[config.mk]
export PLATFORM = sky130hd
export DESIGN_NAME = fcfs_top
export DESIGN_NICKNAME = d
export VERILOG_FILES = /design/src/design/fcfs_pkg.sv /design/src/design/fcfs_top.sv /design/src/design/fcfs_rec_delay.sv
export SDC_FILE = /design/constraint.sdc
export NUM_CORES = 1
export LEC_CHECK = 0
export ABC_AREA = 0
export ABC_CLOCK_PERIOD_IN_PS = 14300
export BUFFER_PORTS_ARGS = -buffer_cell sky130_fd_sc_hd__buf_2
export CAP_MARGIN = 10
export CORE_ASPECT_RATIO = 0.5
export CORE_MARGIN = 4
export CORE_UTILIZATION = 50
export DETAILED_ROUTE_END_ITERATION = 8
export HOLD_SLACK_MARGIN = 0.05
export PLACE_DENSITY = 0.68
export SLEW_MARGIN = 20
export SYNTH_ARGS = -nofsm -noshare
export SYNTH_HDL_FRONTEND = slang
export SYNTH_HIERARCHICAL = 1
export SYNTH_SLANG_ARGS = --single-unit
[constraint.sdc]
create_clock -name clk_sys_i -period 14.3 [get_ports clk_sys_i]
set_clock_uncertainty 0.1 [all_clocks]
set_input_delay 0.715 -clock clk_sys_i [delete_from_list [all_inputs] [get_ports clk_sys_i]]
set_output_delay 0.715 -clock clk_sys_i [all_outputs]
set_load 0.02 [all_outputs]
[src/design/fcfs_pkg.sv]
// Constants, types and state layouts for the four channel fire sequencer.
package fcfs_pkg;
    // ------------------------------------------------------------
    // Sizes
    // ------------------------------------------------------------
    localparam int NUM_CH = 4;
    localparam int PW = 16;
    localparam int DW = 16;
    localparam int CW = 8;
    localparam int MSW = 17;

    // ------------------------------------------------------------
    // Timing
    // ------------------------------------------------------------
    localparam int CLK_PERIOD_PS = 10000;
    localparam int MS_PS = 1000000000;
    localparam int MS_CYCLES_DEF = MS_PS / CLK_PERIOD_PS;
    localparam int STOP_EXTRA_MS = 10000;
    localparam int HOLD_EXTRA_MS = 1000;

    // ------------------------------------------------------------
    // Types
    // ------------------------------------------------------------
    typedef enum logic [1:0] {ST_RUN, ST_HOLD, ST_STOP} fcfs_state_e;
    typedef enum logic [1:0] {INH_OFF, INH_STRICT, INH_EARLY, INH_BOTH} fcfs_inh_e;

    typedef struct packed {
        fcfs_state_e state;
        logic [PW-1:0] period;
        logic [DW-1:0] delay;
        logic [PW-1:0] per_cnt;
        logic [PW:0] ind_cnt;
        logic [CW-1:0] left;
        logic tog;
        logic fire;
        logic rec;
        logic ind;
        logic rej;
        logic dly_go;
    } fcfs_ch_s;

    // ------------------------------------------------------------
    // Reset values
    // ------------------------------------------------------------
    localparam fcfs_state_e STATE_RST = ST_RUN;
    localparam logic [PW-1:0] PERIOD_RST = 16'h01F4;
    localparam logic [DW-1:0] DELAY_RST = 16'h0000;
    localparam logic SAFE_RST = 1'h1;
endpackage : fcfs_pkg

[src/design/fcfs_top.sv]
// Four channel fire sequencer: channel states, firing, inhibit and safety.
`timescale 1ns/1ps
// Operation
// Channel advance command cycles run, hold, stop, run.
// External mode fires only on the channel trigger input edges.
// New period accepted only if not shorter than recorder delay.
// Fixed firing shoots the programmed count at fixed period after inhibit ends.
// Toggle alternates shots between recorder and fire outputs, no delay.
// Fixed firing forces inhibit handling on.
// Strict inhibit with fixed firing gives no more than the count.
// Early or late options allow extra shots while no busy period.
// Each shot drives source trigger and, if enabled, delayed recorder trigger.
// Recorder delay steps up or down by one millisecond per command.
// Recorder delay change applies at once in every state.
// Open safety link stops all channels and raises alarm until closed.
// Global commands put all channels in stop, run or hold.
// Stop gives no pulses; indication period grows by ten seconds.
// Inhibit modes: 0 off, 1 strict, 2 start extra, 3 start and end.
// Internal run mode fires once per elapsed period, reloading each shot.
module fcfs_top
    import fcfs_pkg::*;
#(
    parameter int MS_CYCLES = MS_CYCLES_DEF
) (
    // Clock and reset
    input wire logic clk_sys_i,
    input wire logic rstn_i,
    // Channel and global commands
    input wire logic [NUM_CH-1:0] chan_adv_i,
    input wire logic all_stop_i,
    input wire logic all_run_i,
    input wire logic all_hold_i,
    // Channel configuration
    input wire logic [NUM_CH-1:0] ext_mode_i,
    input wire logic [NUM_CH-1:0] fixed_en_i,
    input wire logic [NUM_CH-1:0] toggle_en_i,
    input wire logic [NUM_CH-1:0] delay_en_i,
    input wire logic [2*NUM_CH-1:0] inh_mode_i,
    input wire logic [CW*NUM_CH-1:0] fixed_count_i,
    // Period and delay updates
    input wire logic [NUM_CH-1:0] period_wr_i,
    input wire logic [PW-1:0] period_data_i,
    input wire logic [NUM_CH-1:0] delay_up_i,
    input wire logic [NUM_CH-1:0] delay_dn_i,
    // Pins
    input wire logic inhibit_i,
    input wire logic safety_ok_i,
    input wire logic [NUM_CH-1:0] ext_trig_i,
    // Outputs
    output logic [NUM_CH-1:0] fire_o,
    output logic [NUM_CH-1:0] rec_trig_o,
    output logic [NUM_CH-1:0] ind_o,
    output logic [NUM_CH-1:0] period_rej_o,
    output logic alarm_o,
    output logic [2*NUM_CH-1:0] chan_state_o,
    output logic [DW*NUM_CH-1:0] delay_ms_o,
    output logic [PW*NUM_CH-1:0] period_ms_o
);
    // ------------------------------------------------------------
    // State
    // ------------------------------------------------------------
    typedef struct packed {
        logic [MSW-1:0] ms_cnt;
        logic tick;
        logic [2:0] inh_s;
        logic [1:0] saf_s;
        logic [NUM_CH-1:0] ext_s1;
        logic [NUM_CH-1:0] ext_s2;
        logic [NUM_CH-1:0] ext_s3;
        fcfs_ch_s [NUM_CH-1:0] ch;
    } fcfs_top_s;

    fcfs_top_s r;
    fcfs_top_s n;
    logic [NUM_CH-1:0] dly_pulse;

    logic safe;
    logic busy;
    logic busy_rise;
    logic busy_fall;
    logic [NUM_CH-1:0] ext_rise;
    fcfs_inh_e eff_inh [NUM_CH];

    assign safe = r.saf_s[1];
    assign busy = r.inh_s[1];
    assign busy_rise = r.inh_s[1] && !r.inh_s[2];
    assign busy_fall = !r.inh_s[1] && r.inh_s[2];
    assign ext_rise = r.ext_s2 & ~r.ext_s3;

    // ------------------------------------------------------------
    // Next state
    // ------------------------------------------------------------
    always_comb begin
        logic due;
        logic cand;
        logic extra;
        logic shot;
        logic tgl;
        logic [CW-1:0] cnt;
        logic [PW:0] lim;
        fcfs_inh_e inh;
        due = 1'b0;
        cand = 1'b0;
        extra = 1'b0;
        shot = 1'b0;
        tgl = 1'b0;
        cnt = '0;
        lim = '0;
        inh = INH_OFF;
        for (int c = 0; c < NUM_CH; c++) begin
            eff_inh[c] = INH_OFF;
        end
        n = r;
        n.tick = 1'b0;
        if (r.ms_cnt == MSW'(MS_CYCLES - 1)) begin
            n.ms_cnt = '0;
            n.tick = 1'b1;
        end else begin
            n.ms_cnt = r.ms_cnt + 1'b1;
        end
        n.inh_s = {r.inh_s[1:0], inhibit_i};
        n.saf_s = {r.saf_s[0], safety_ok_i};
        n.ext_s1 = ext_trig_i;
        n.ext_s2 = r.ext_s1;
        n.ext_s3 = r.ext_s2;
        for (int c = 0; c < NUM_CH; c++) begin
            n.ch[c].fire = 1'b0;
            n.ch[c].rec = 1'b0;
            n.ch[c].ind = 1'b0;
            n.ch[c].rej = 1'b0;
            n.ch[c].dly_go = 1'b0;
            inh = fcfs_inh_e'(inh_mode_i[2*c +: 2]);
            if (fixed_en_i[c] && inh == INH_OFF) begin
                inh = INH_STRICT;
            end
            eff_inh[c] = inh;
            cnt = fixed_count_i[CW*c +: CW];
            tgl = toggle_en_i[c] && fixed_en_i[c];

            // A lost safety link overrides every command.
            if (!safe) begin
                n.ch[c].state = ST_STOP;
            end else if (all_stop_i) begin
                n.ch[c].state = ST_STOP;
            end else if (all_run_i) begin
                n.ch[c].state = ST_RUN;
            end else if (all_hold_i) begin
                n.ch[c].state = ST_HOLD;
            end else if (chan_adv_i[c]) begin
                unique case (r.ch[c].state)
                    ST_RUN: n.ch[c].state = ST_HOLD;
                    ST_HOLD: n.ch[c].state = ST_STOP;
                    ST_STOP: n.ch[c].state = ST_RUN;
                    default: n.ch[c].state = ST_STOP;
                endcase
            end

            if (period_wr_i[c]) begin
                if (period_data_i >= r.ch[c].delay) begin
                    n.ch[c].period = period_data_i;
                end else begin
                    n.ch[c].rej = 1'b1;
                end
            end

            if (delay_up_i[c] && !delay_dn_i[c] && r.ch[c].delay != '1) begin
                n.ch[c].delay = r.ch[c].delay + 1'b1;
            end else if (delay_dn_i[c] && !delay_up_i[c] && r.ch[c].delay != '0) begin
                n.ch[c].delay = r.ch[c].delay - 1'b1;
            end

            // Period timer; a zero period counts as one millisecond.
            due = 1'b0;
            if (r.tick) begin
                if (PW'(r.ch[c].per_cnt + 1'b1) >= r.ch[c].period) begin
                    due = 1'b1;
                    n.ch[c].per_cnt = '0;
                end else begin
                    n.ch[c].per_cnt = r.ch[c].per_cnt + 1'b1;
                end
            end
            cand = ext_mode_i[c] ? ext_rise[c] : due;
            extra = ((inh == INH_EARLY || inh == INH_BOTH) && busy_rise)
                || (inh == INH_BOTH && busy_fall);

            if (fixed_en_i[c]) begin
                shot = 1'b0;
                if (busy_fall && cnt != '0) begin
                    shot = 1'b1;
                    n.ch[c].left = cnt - 1'b1;
                    n.ch[c].per_cnt = '0;
                end else if (busy) begin
                    shot = extra;
                end else if (r.ch[c].left != '0) begin
                    if (cand) begin
                        shot = 1'b1;
                        n.ch[c].left = r.ch[c].left - 1'b1;
                    end
                end else if (inh != INH_STRICT) begin
                    shot = cand || extra;
                end else begin
                    shot = 1'b0;
                end
            end else if (inh != INH_OFF && busy) begin
                shot = extra;
            end else begin
                shot = cand || extra;
            end
            if (r.ch[c].state != ST_RUN || !safe) begin
                shot = 1'b0;
            end

            if (shot) begin
                if (!ext_mode_i[c]) begin
                    n.ch[c].per_cnt = '0;
                end
                if (tgl) begin
                    n.ch[c].tog = !r.ch[c].tog;
                    n.ch[c].rec = r.ch[c].tog;
                    n.ch[c].fire = !r.ch[c].tog;
                end else begin
                    n.ch[c].fire = 1'b1;
                    n.ch[c].dly_go = delay_en_i[c];
                end
            end

            // Indication runs slower in hold and stop so the state is visible.
            unique case (r.ch[c].state)
                ST_RUN: lim = {1'b0, r.ch[c].period};
                ST_HOLD: lim = r.ch[c].period + (PW+1)'(HOLD_EXTRA_MS);
                default: lim = r.ch[c].period + (PW+1)'(STOP_EXTRA_MS);
            endcase
            if (r.ch[c].state == ST_RUN) begin
                n.ch[c].ind = shot;
                n.ch[c].ind_cnt = '0;
            end else if (r.tick) begin
                if ((PW+1)'(r.ch[c].ind_cnt + 1'b1) >= lim) begin
                    n.ch[c].ind = 1'b1;
                    n.ch[c].ind_cnt = '0;
                end else begin
                    n.ch[c].ind_cnt = r.ch[c].ind_cnt + 1'b1;
                end
            end
        end
    end

    // ------------------------------------------------------------
    // Registers
    // ------------------------------------------------------------
    always_ff @(posedge clk_sys_i or negedge rstn_i) begin
        if (!rstn_i) begin
            r <= '0;
            r.saf_s <= {2{SAFE_RST}};
            for (int c = 0; c < NUM_CH; c++) begin
                r.ch[c].state <= STATE_RST;
                r.ch[c].period <= PERIOD_RST;
                r.ch[c].delay <= DELAY_RST;
            end
        end else begin
            r <= n;
        end
    end

    // ------------------------------------------------------------
    // Recorder delay and outputs
    // ------------------------------------------------------------
    assign alarm_o = !safe;

    for (genvar c = 0; c < NUM_CH; c++) begin : g_ch
        fcfs_rec_delay u_dly (
            .clk_sys_i(clk_sys_i),
            .rstn_i(rstn_i),
            .ms_tick_i(r.tick),
            .start_i(r.ch[c].dly_go),
            .delay_ms_i(r.ch[c].delay),
            .pulse_o(dly_pulse[c])
        );
        assign fire_o[c] = r.ch[c].fire;
        assign rec_trig_o[c] = r.ch[c].rec || dly_pulse[c];
        assign ind_o[c] = r.ch[c].ind;
        assign period_rej_o[c] = r.ch[c].rej;
        assign chan_state_o[2*c +: 2] = r.ch[c].state;
        assign delay_ms_o[DW*c +: DW] = r.ch[c].delay;
        assign period_ms_o[PW*c +: PW] = r.ch[c].period;

    end
endmodule : fcfs_top

[src/design/fcfs_rec_delay.sv]
// Recorder trigger delay timer for one channel, counted in milliseconds.
`timescale 1ns/1ps
module fcfs_rec_delay
    import fcfs_pkg::*;
(
    // Clock and reset
    input wire logic clk_sys_i,
    input wire logic rstn_i,
    // Timebase and start
    input wire logic ms_tick_i,
    input wire logic start_i,
    input wire logic [DW-1:0] delay_ms_i,
    // Delayed trigger
    output logic pulse_o
);
    typedef struct packed {
        logic busy;
        logic [DW-1:0] elapsed;
        logic pulse;
    } fcfs_dly_s;

    fcfs_dly_s r;
    fcfs_dly_s n;

    // The live delay value is compared on every cycle, so a change made
    // while a shot is pending moves that pending trigger as well.
    always_comb begin
        n = r;
        n.pulse = 1'b0;
        if (start_i) begin
            n.busy = 1'b1;
            n.elapsed = '0;
        end else if (r.busy && r.elapsed >= delay_ms_i) begin
            n.pulse = 1'b1;
            n.busy = 1'b0;
        end else if (r.busy && ms_tick_i) begin
            n.elapsed = r.elapsed + 1'b1;
        end
    end

    always_ff @(posedge clk_sys_i or negedge rstn_i) begin
        if (!rstn_i) begin
            r <= '0;
        end else begin
            r <= n;
        end
    end

    assign pulse_o = r.pulse;
endmodule : fcfs_rec_delay

==> results.cfg, run 1 <==
[die]
core_sq_um = 67100
ios = 252
row_count = 67
die-area_sq_um = 72500
die_w_um = 377
dieHeight_um = 192
initial_core_util_pct = 50.6

[place]
dpl.cell_count = 4765
portBuffers = 251
place.detailed.hpwl_um = 68800
globalplace.congestion = 0.930

[final_layout]
layout.cells.non_filler = 4850
drive_gt1_share_pct = 14.7
nNetsFinal = 4363
nFillCells = 6095
multi_input_area_sq_um = 20700
register_area_sq_um = 10800
area_growth_pct = 7.37

[critical_path]
endpoint_kind = flop
worst_path_max_delay_cell = o21ai_2
r2r.worst_path.cells = 15
ff2ff_setup_slack_ns = 9.83
crit_arrival_ns = 4.81
cpPeakStageDelay_ns = 0.68
cp-start-kind = flop
critPathRequiredTime_ns = 14.65
path_max_fanout = 16
path_cells = nand4_1 > nor2_1 > nand2_1 > nor2_1 > nand3_1 > xnor2_1 > ha_1 > nand3_1 > o21ai_1 > o2111a_1 > o21ai_2 > a211oi_4 > o211ai_2 > o21ai_2 > nor2_1
path_class = reg2reg
cp_common_cell = nor2_1

[clock_network]
clk_latency_ns = 0.60
cts_setup_buffers = 0
cts_tree = done
cts_root_buf = clkbuf_16
clkSinkCount = 431
clock_path_buffers = 3
htreeDepth = 2
path_clk_slew_ns = 0.07
numCtsBuffers = 44

[drt]
vias = 28900
via_per_inst = 5.96
firstDrtPassIters = 7
first_iter_violations = 2234
remaining_drc_errors = 0
routedWlPerCell_um = 19.3
wirelength_um = 93400
ant_nets = 0

[synth]
synth.area.mux_share_pct = 4.65
syn_area_per_cell_sq_um = 8.82
netlist_top_cells_area = dfrtp_1, ha_1, xnor2_1, nor2_1, a21oi_1
yosys.area.top_type = dfrtp_1
synthTopCellsByCount = dfrtp_1, ha_1, nor2_1
synth_fp_nets = 4302
yosys_warnings = 6
synth.distinct_cells = 104
ys_ff_latch = 431
yosysSeqAreaShare_pct = 31.8
synth_top_area_share_pct = 29.8
yosys_most_used_dff = dfrtp_1
netlist_area_sq_um = 34000
synth_edf_count = 0
synth_cells = 3854
yosys.area_share.simple_pct = 20.6
synth-xor-area-share_pct = 6.24
yosysMostFrequentCell = dfrtp_1
synth_top_family_by_area = simple AND/OR/NAND/NOR gates
synth_fa_ha_area_share_pct = 12.9
async_flop_share_pct = 100
synth_compound_gate_area_share_pct = 16.5

[global_route]
grt_pass1_vias = 27600
grt.busiest_layer = met2
grtUsageTotal_pct = 25.2
grt_max_degree = 175
grtUsageMet2_pct = 42.3
grt_pass1_wl_um = 148000
use_met1_pct = 33.4
grt-ovfl-total = 0
grt.met3_usage_pct = 3.34
grt_antenna_before_repair = 5

[timing]
maxSlewHeadroom_pct = 25.0
hold_viol = 0
slew_viol_final = 0
setup-violations-final = 0
fin_tns_setup_ns = 0
finalCriticalPeriod_ns = 4.47
fin_crit_sh_pct = 31.2
worst_pin_slew_ns = 1.13
rsz0062_at_grt = false
hold_ws_ns = 0.124
fmax_mhz = 224

[pwr]
total_power_mw = 5.93
ir_drop_mv = 0.0840
power-per-cell-area_nw_per_um2 = 163
p_leak_nw = 17.6

[worst_hold_path]
hold_class = in2reg
holdPathStages = 1

[run_status]
status = finished clean

[run]
drv_cap = 0
==> stage by stage <==
| step | area, sq um | worst slack, ns | util [%] |
|---|---|---|---|
| 2_1_floorplan | 34000 | 9.60 | - |
| 3_3_place_gp | 35000 | 9.99 | 52.1 |
| 3_5_place_dp | 35000 | 9.82 | 52.1 |
| 4_1_cts | 36500 | 9.81 | 54.3 |
| 5_1_grt | 36500 | 9.54 | 54.3 |
| 6_report | 36500 | 9.83 | 54.3 |
==> final cells by class <==
type,count,area share [%]
Tap cell,897,3.08
Clock buffer,51,3.23
Inverter,235,2.42
Clock inverter,31,0.854
Multi-Input combinational cell,2932,56.8
Sequential cell,431,29.7
Timing Repair Buffer,271,3.92
Antenna cell,2,0.0137
==> cells by family (layout without fill, tap and decap cells) <==
kind of cell | Yosys count | count (layout)
other | 0 | 2
AOI/OAI and AO/OA | 818 | 818
muxes | 142 | 142
xor gates and xnor gates | 242 | 242
DFF | 431 | 431
adders and majority gates | 349 | 349
and+or+nand+nor | 1381 | 1381
buffers and inverters | 491 | 588
==> routing by layer <==
metal,vias to the layer above,share of wire (%)
li1,13900,-
met1,14000,44
met2,856,47
met3,197,5.6
met4,2,3.7
met5,-,0.0075
==> power breakdown <==
part,internal [mW],switching (mW)
clock,0.675,0.558
sequential,1.48,0.462
combinational,1.15,1.61
total,3.31,2.63
==> critical path: cells and delay by family (launching register included) <==
family / cells / cell delay, ns
adders and majority gates: 1 / 0.31
xor gates and xnor gates: 1 / 0.17
DFF: 1 / 0.47
AOI/OAI and AO/OA: 6 / 2.15
and+or+nand+nor: 7 / 1.09
==> layout by cell type, fill, tap and decap left out, types with 29 or more instances in the layout <==
master / instances
nor4_1: 78
nand2_1: 296
nor3_1: 65
ha_1: 345
nand2b_1: 51
a21oi_1: 236
nor2b_1: 91
o21ai_0: 160
mux2_2: 98
xor2_1: 93
and3_1: 69
nand4_1: 93
xnor2_1: 149
buf_2: 250
clkbuf_16: 45
nand3_1: 180
mux2_1: 29
o31ai_1: 34
dfrtp_1: 403
a21o_1: 82
nor2_1: 318
inv_1: 234
==> sequential cells by signal (all words and copies together), names as in the netlist <==
register and count:
r 200, g_ch.u_dly/r 68, delay_ms_o 64, period_ms_o 64, n 10, chan_state_o 8, fire_o 4, g_ch.u_dly/pulse_o 4
ind_o 4, period_rej_o 4, busy 1
==> repair_timing <==
item / in CTS / in global routing
gates resized for setup: 0 / 0
endpoints found under the hold margin: 1 / 0
hold buffers: 1 / 0
==> final timing paths <==
check,end,start
worst max-delay path,r[207]$_DFF_PN0_,r[196]$_DFF_PN0_
worst min-delay path,n[329]$_DFF_PN0_,ext_trig_i[1]
worst max register to register,r[207]$_DFF_PN0_,r[196]$_DFF_PN0_
worst min register to register,n[327]$_DFF_PN0_,n[331]$_DFF_PN0_
max in group asynchronous,r[243]$_DFF_PN0_,rstn_i
min in group asynchronous,period_ms_o[61]$_DFFE_PN0P_,rstn_i
Note: power is estimated with default switching activity, not from simulation.
==> inputs of run 2 (changes only) <==
- ABC_CLOCK_PERIOD_IN_PS: 14300 -> 4150
- clock period: 14.3 -> 4.15 ns (I/O delays scaled with it)
==> run 2 against run 1 <==
Via count up 2.1%; total power increased to 3.5 times the previous value; register-to-register slack worse by 9.6 ns; global-route usage up 0.90 points; fmax rose by 13%; die area stayed put; count of clock-buffer cells in the layout is 14 higher; worst setup slack worse by 9.6 ns; worst hold slack worse by 0.039 ns; critical path depth is the same; non-clock buffer count rose by 166; sequential share of layout area down 1.2 points; highest routed layer unchanged.
==> results.cfg, run 2 (same netlist as run 1, synthesis figures left out) <==
[die]
initial_core_util_pct = 50.6
die_w_um = 377
dieHeight_um = 192
die-area_sq_um = 72500
ios = 252
row_count = 67
core_sq_um = 67100

[drt]
via_per_inst = 5.89
first_iter_violations = 2512
firstDrtPassIters = 6
wirelength_um = 96100
ant_nets = 0
routedWlPerCell_um = 19.2
vias = 29500
remaining_drc_errors = 0

[final_layout]
layout_commonest_cell = dfrtp_1
largestRegisters = r x200, g_ch.u_dly/r x68
final_util_pct = 56.6
stdcell_area_sq_um = 38000
layout_common_cells = dfrtp_1, ha_1, nor2_1
nFillCells = 5976
top_register = r
nNetsFinal = 4529
multi_input_area_sq_um = 20800
area_growth_pct = 11.8
layout.cells.non_filler = 5011
diodes = 0
largest_reg_flops = 200
register_area_sq_um = 10800
drive_gt1_share_pct = 16.2

[clock_network]
clock_path_buffers = 3
clk_latency_ns = 0.60
cts_root_buf = clkbuf_16
path_clk_slew_ns = 0.06
clkSinkCount = 431
cts_tree = done
htreeDepth = 2
numCtsBuffers = 44

[global_route]
grt_pass1_vias = 28600
grt_pass1_wl_um = 153000
grtUsageTotal_pct = 26.1
grt-ovfl-total = 0
grt_max_degree = 100
grt_antenna_before_repair = 2

[timing]
slew_viol_final = 0
finalCriticalPeriod_ns = 3.94
setup-violations-final = 0
hold_ws_ns = 0.0847
layout_setup_ws_ns = 0.209
fin_crit_sh_pct = 95.0
hold_viol = 0
maxSlewHeadroom_pct = 26.7
worst_pin_slew_ns = 1.10
fmax_mhz = 254
fin_tns_setup_ns = 0

[critical_path]
endpoint_kind = flop
path_max_fanout = 10
path_class = reg2reg
worst_path_max_delay_cell = dlygate4sd3_1
cpPeakStageDelay_ns = 0.56
cp_top_family = compound AO/OA/AOI/OAI gates
cp-start-kind = flop
path_cells = ha_2 > and3_1 > nand3_1 > nor3_1 > xor2_1 > ha_1 > nand3_1 > o22ai_1 > nor2_1 > o21ai_1 > o311a_1 > buf_4 > o22ai_1 > a21oi_1 > dlygate4sd3_1
crit_arrival_ns = 4.30
critPathRequiredTime_ns = 4.51
crit_buf_inv = 2

[pwr]
p_leak_nw = 18.3
power-per-cell-area_nw_per_um2 = 545
total_power_mw = 20.7
ir_drop_mv = 0.268

[place]
placed_cell_area_sq_um = 35600
globalplace.congestion = 0.940
dpl.cell_count = 4843
pre_cts_ws_ns = 0.191
portBuffers = 251
place.detailed.hpwl_um = 70800

[worst_hold_path]
hold_class = in2reg

[run]
drv_cap = 0

[run_status]
status = finished clean
-- run 2: cell types whose count changed in the layout (fill, tap and decap cells not counted), moves of 3 or more --
| cell | change |
|---|---|
| clkinv_4 | -5 |
| o21ai_2 | +3 |
| clkbuf_8 | +6 |
| inv_6 | -6 |
| dlygate4sd3_1 | +87 |
| nor2_1 | -4 |
| clkinvlp_4 | -3 |
| clkbuf_1 | +8 |
| nor2_2 | +4 |
| buf_4 | +74 |
| buf_12 | +4 |
-- run 2: cell type report --
type | instances | area share [%]
Tap cell | 897 | 2.95
Sequential cell | 431 | 28.5
Inverter | 235 | 2.32
Multi-Input combinational cell | 2932 | 54.7
Clock buffer | 65 | 3.40
Clock inverter | 14 | 0.336
Timing Repair Buffer | 437 | 7.76
-- run 2: power breakdown --
group	switching (mW)	internal (mW)
clock network	1.81	2.28
registers	1.18	5.10
logic	6.06	4.29
-- run 2: timing repair --
action	CTS	global route
endpoints found under the setup margin	0	64
endpoints found under the hold margin	204	1
setup buffers	0	1
resized for setup	0	22
hold buffers	87	1
-- run 2: per-layer routing --
| layer | global-route usage, % | share of wire, % | vias up |
|---|---|---|---|
| met2 | 44.0 | 47 | 825 |
| li1 | - | - | 14200 |
| met4 | 9.33 | 3.8 | 2 |
| met3 | 3.90 | 5.3 | 207 |
| met1 | 34.2 | 44 | 14300 |
| met5 | 0 | 0.014 | - |
-- run 2: final timing paths --
kind / end / start / slack [ns] / cells after the start
max: r[255]$_DFFE_PN0P_ / r[274]$_DFF_PN0_ / 0.21 / 15
min: r[204]$_DFF_PN0_ / ext_mode_i[2] / 0.08 / 3
max reg2reg: r[255]$_DFFE_PN0P_ / r[274]$_DFF_PN0_ / 0.21 / 15
min reg2reg: n[326]$_DFF_PN0_ / n[330]$_DFF_PN0_ / 0.25 / 0
max in group asynchronous: period_ms_o[22]$_DFFE_PN1P_ / rstn_i / 2.69 / 4
min in group asynchronous: r[261]$_DFFE_PN0P_ / rstn_i / 0.11 / 2
-- run 2: worst register-to-register path, cell delays in order, from the launching register on --
cell and delay [ns]:
dfrtp_1 0.41, ha_2 0.24, and3_1 0.20, nand3_1 0.17, nor3_1 0.25, xor2_1 0.23
ha_1 0.28, nand3_1 0.09, o22ai_1 0.08, nor2_1 0.14, o21ai_1 0.20, o311a_1 0.43
buf_4 0.19, o22ai_1 0.17, a21oi_1 0.06, dlygate4sd3_1 0.56
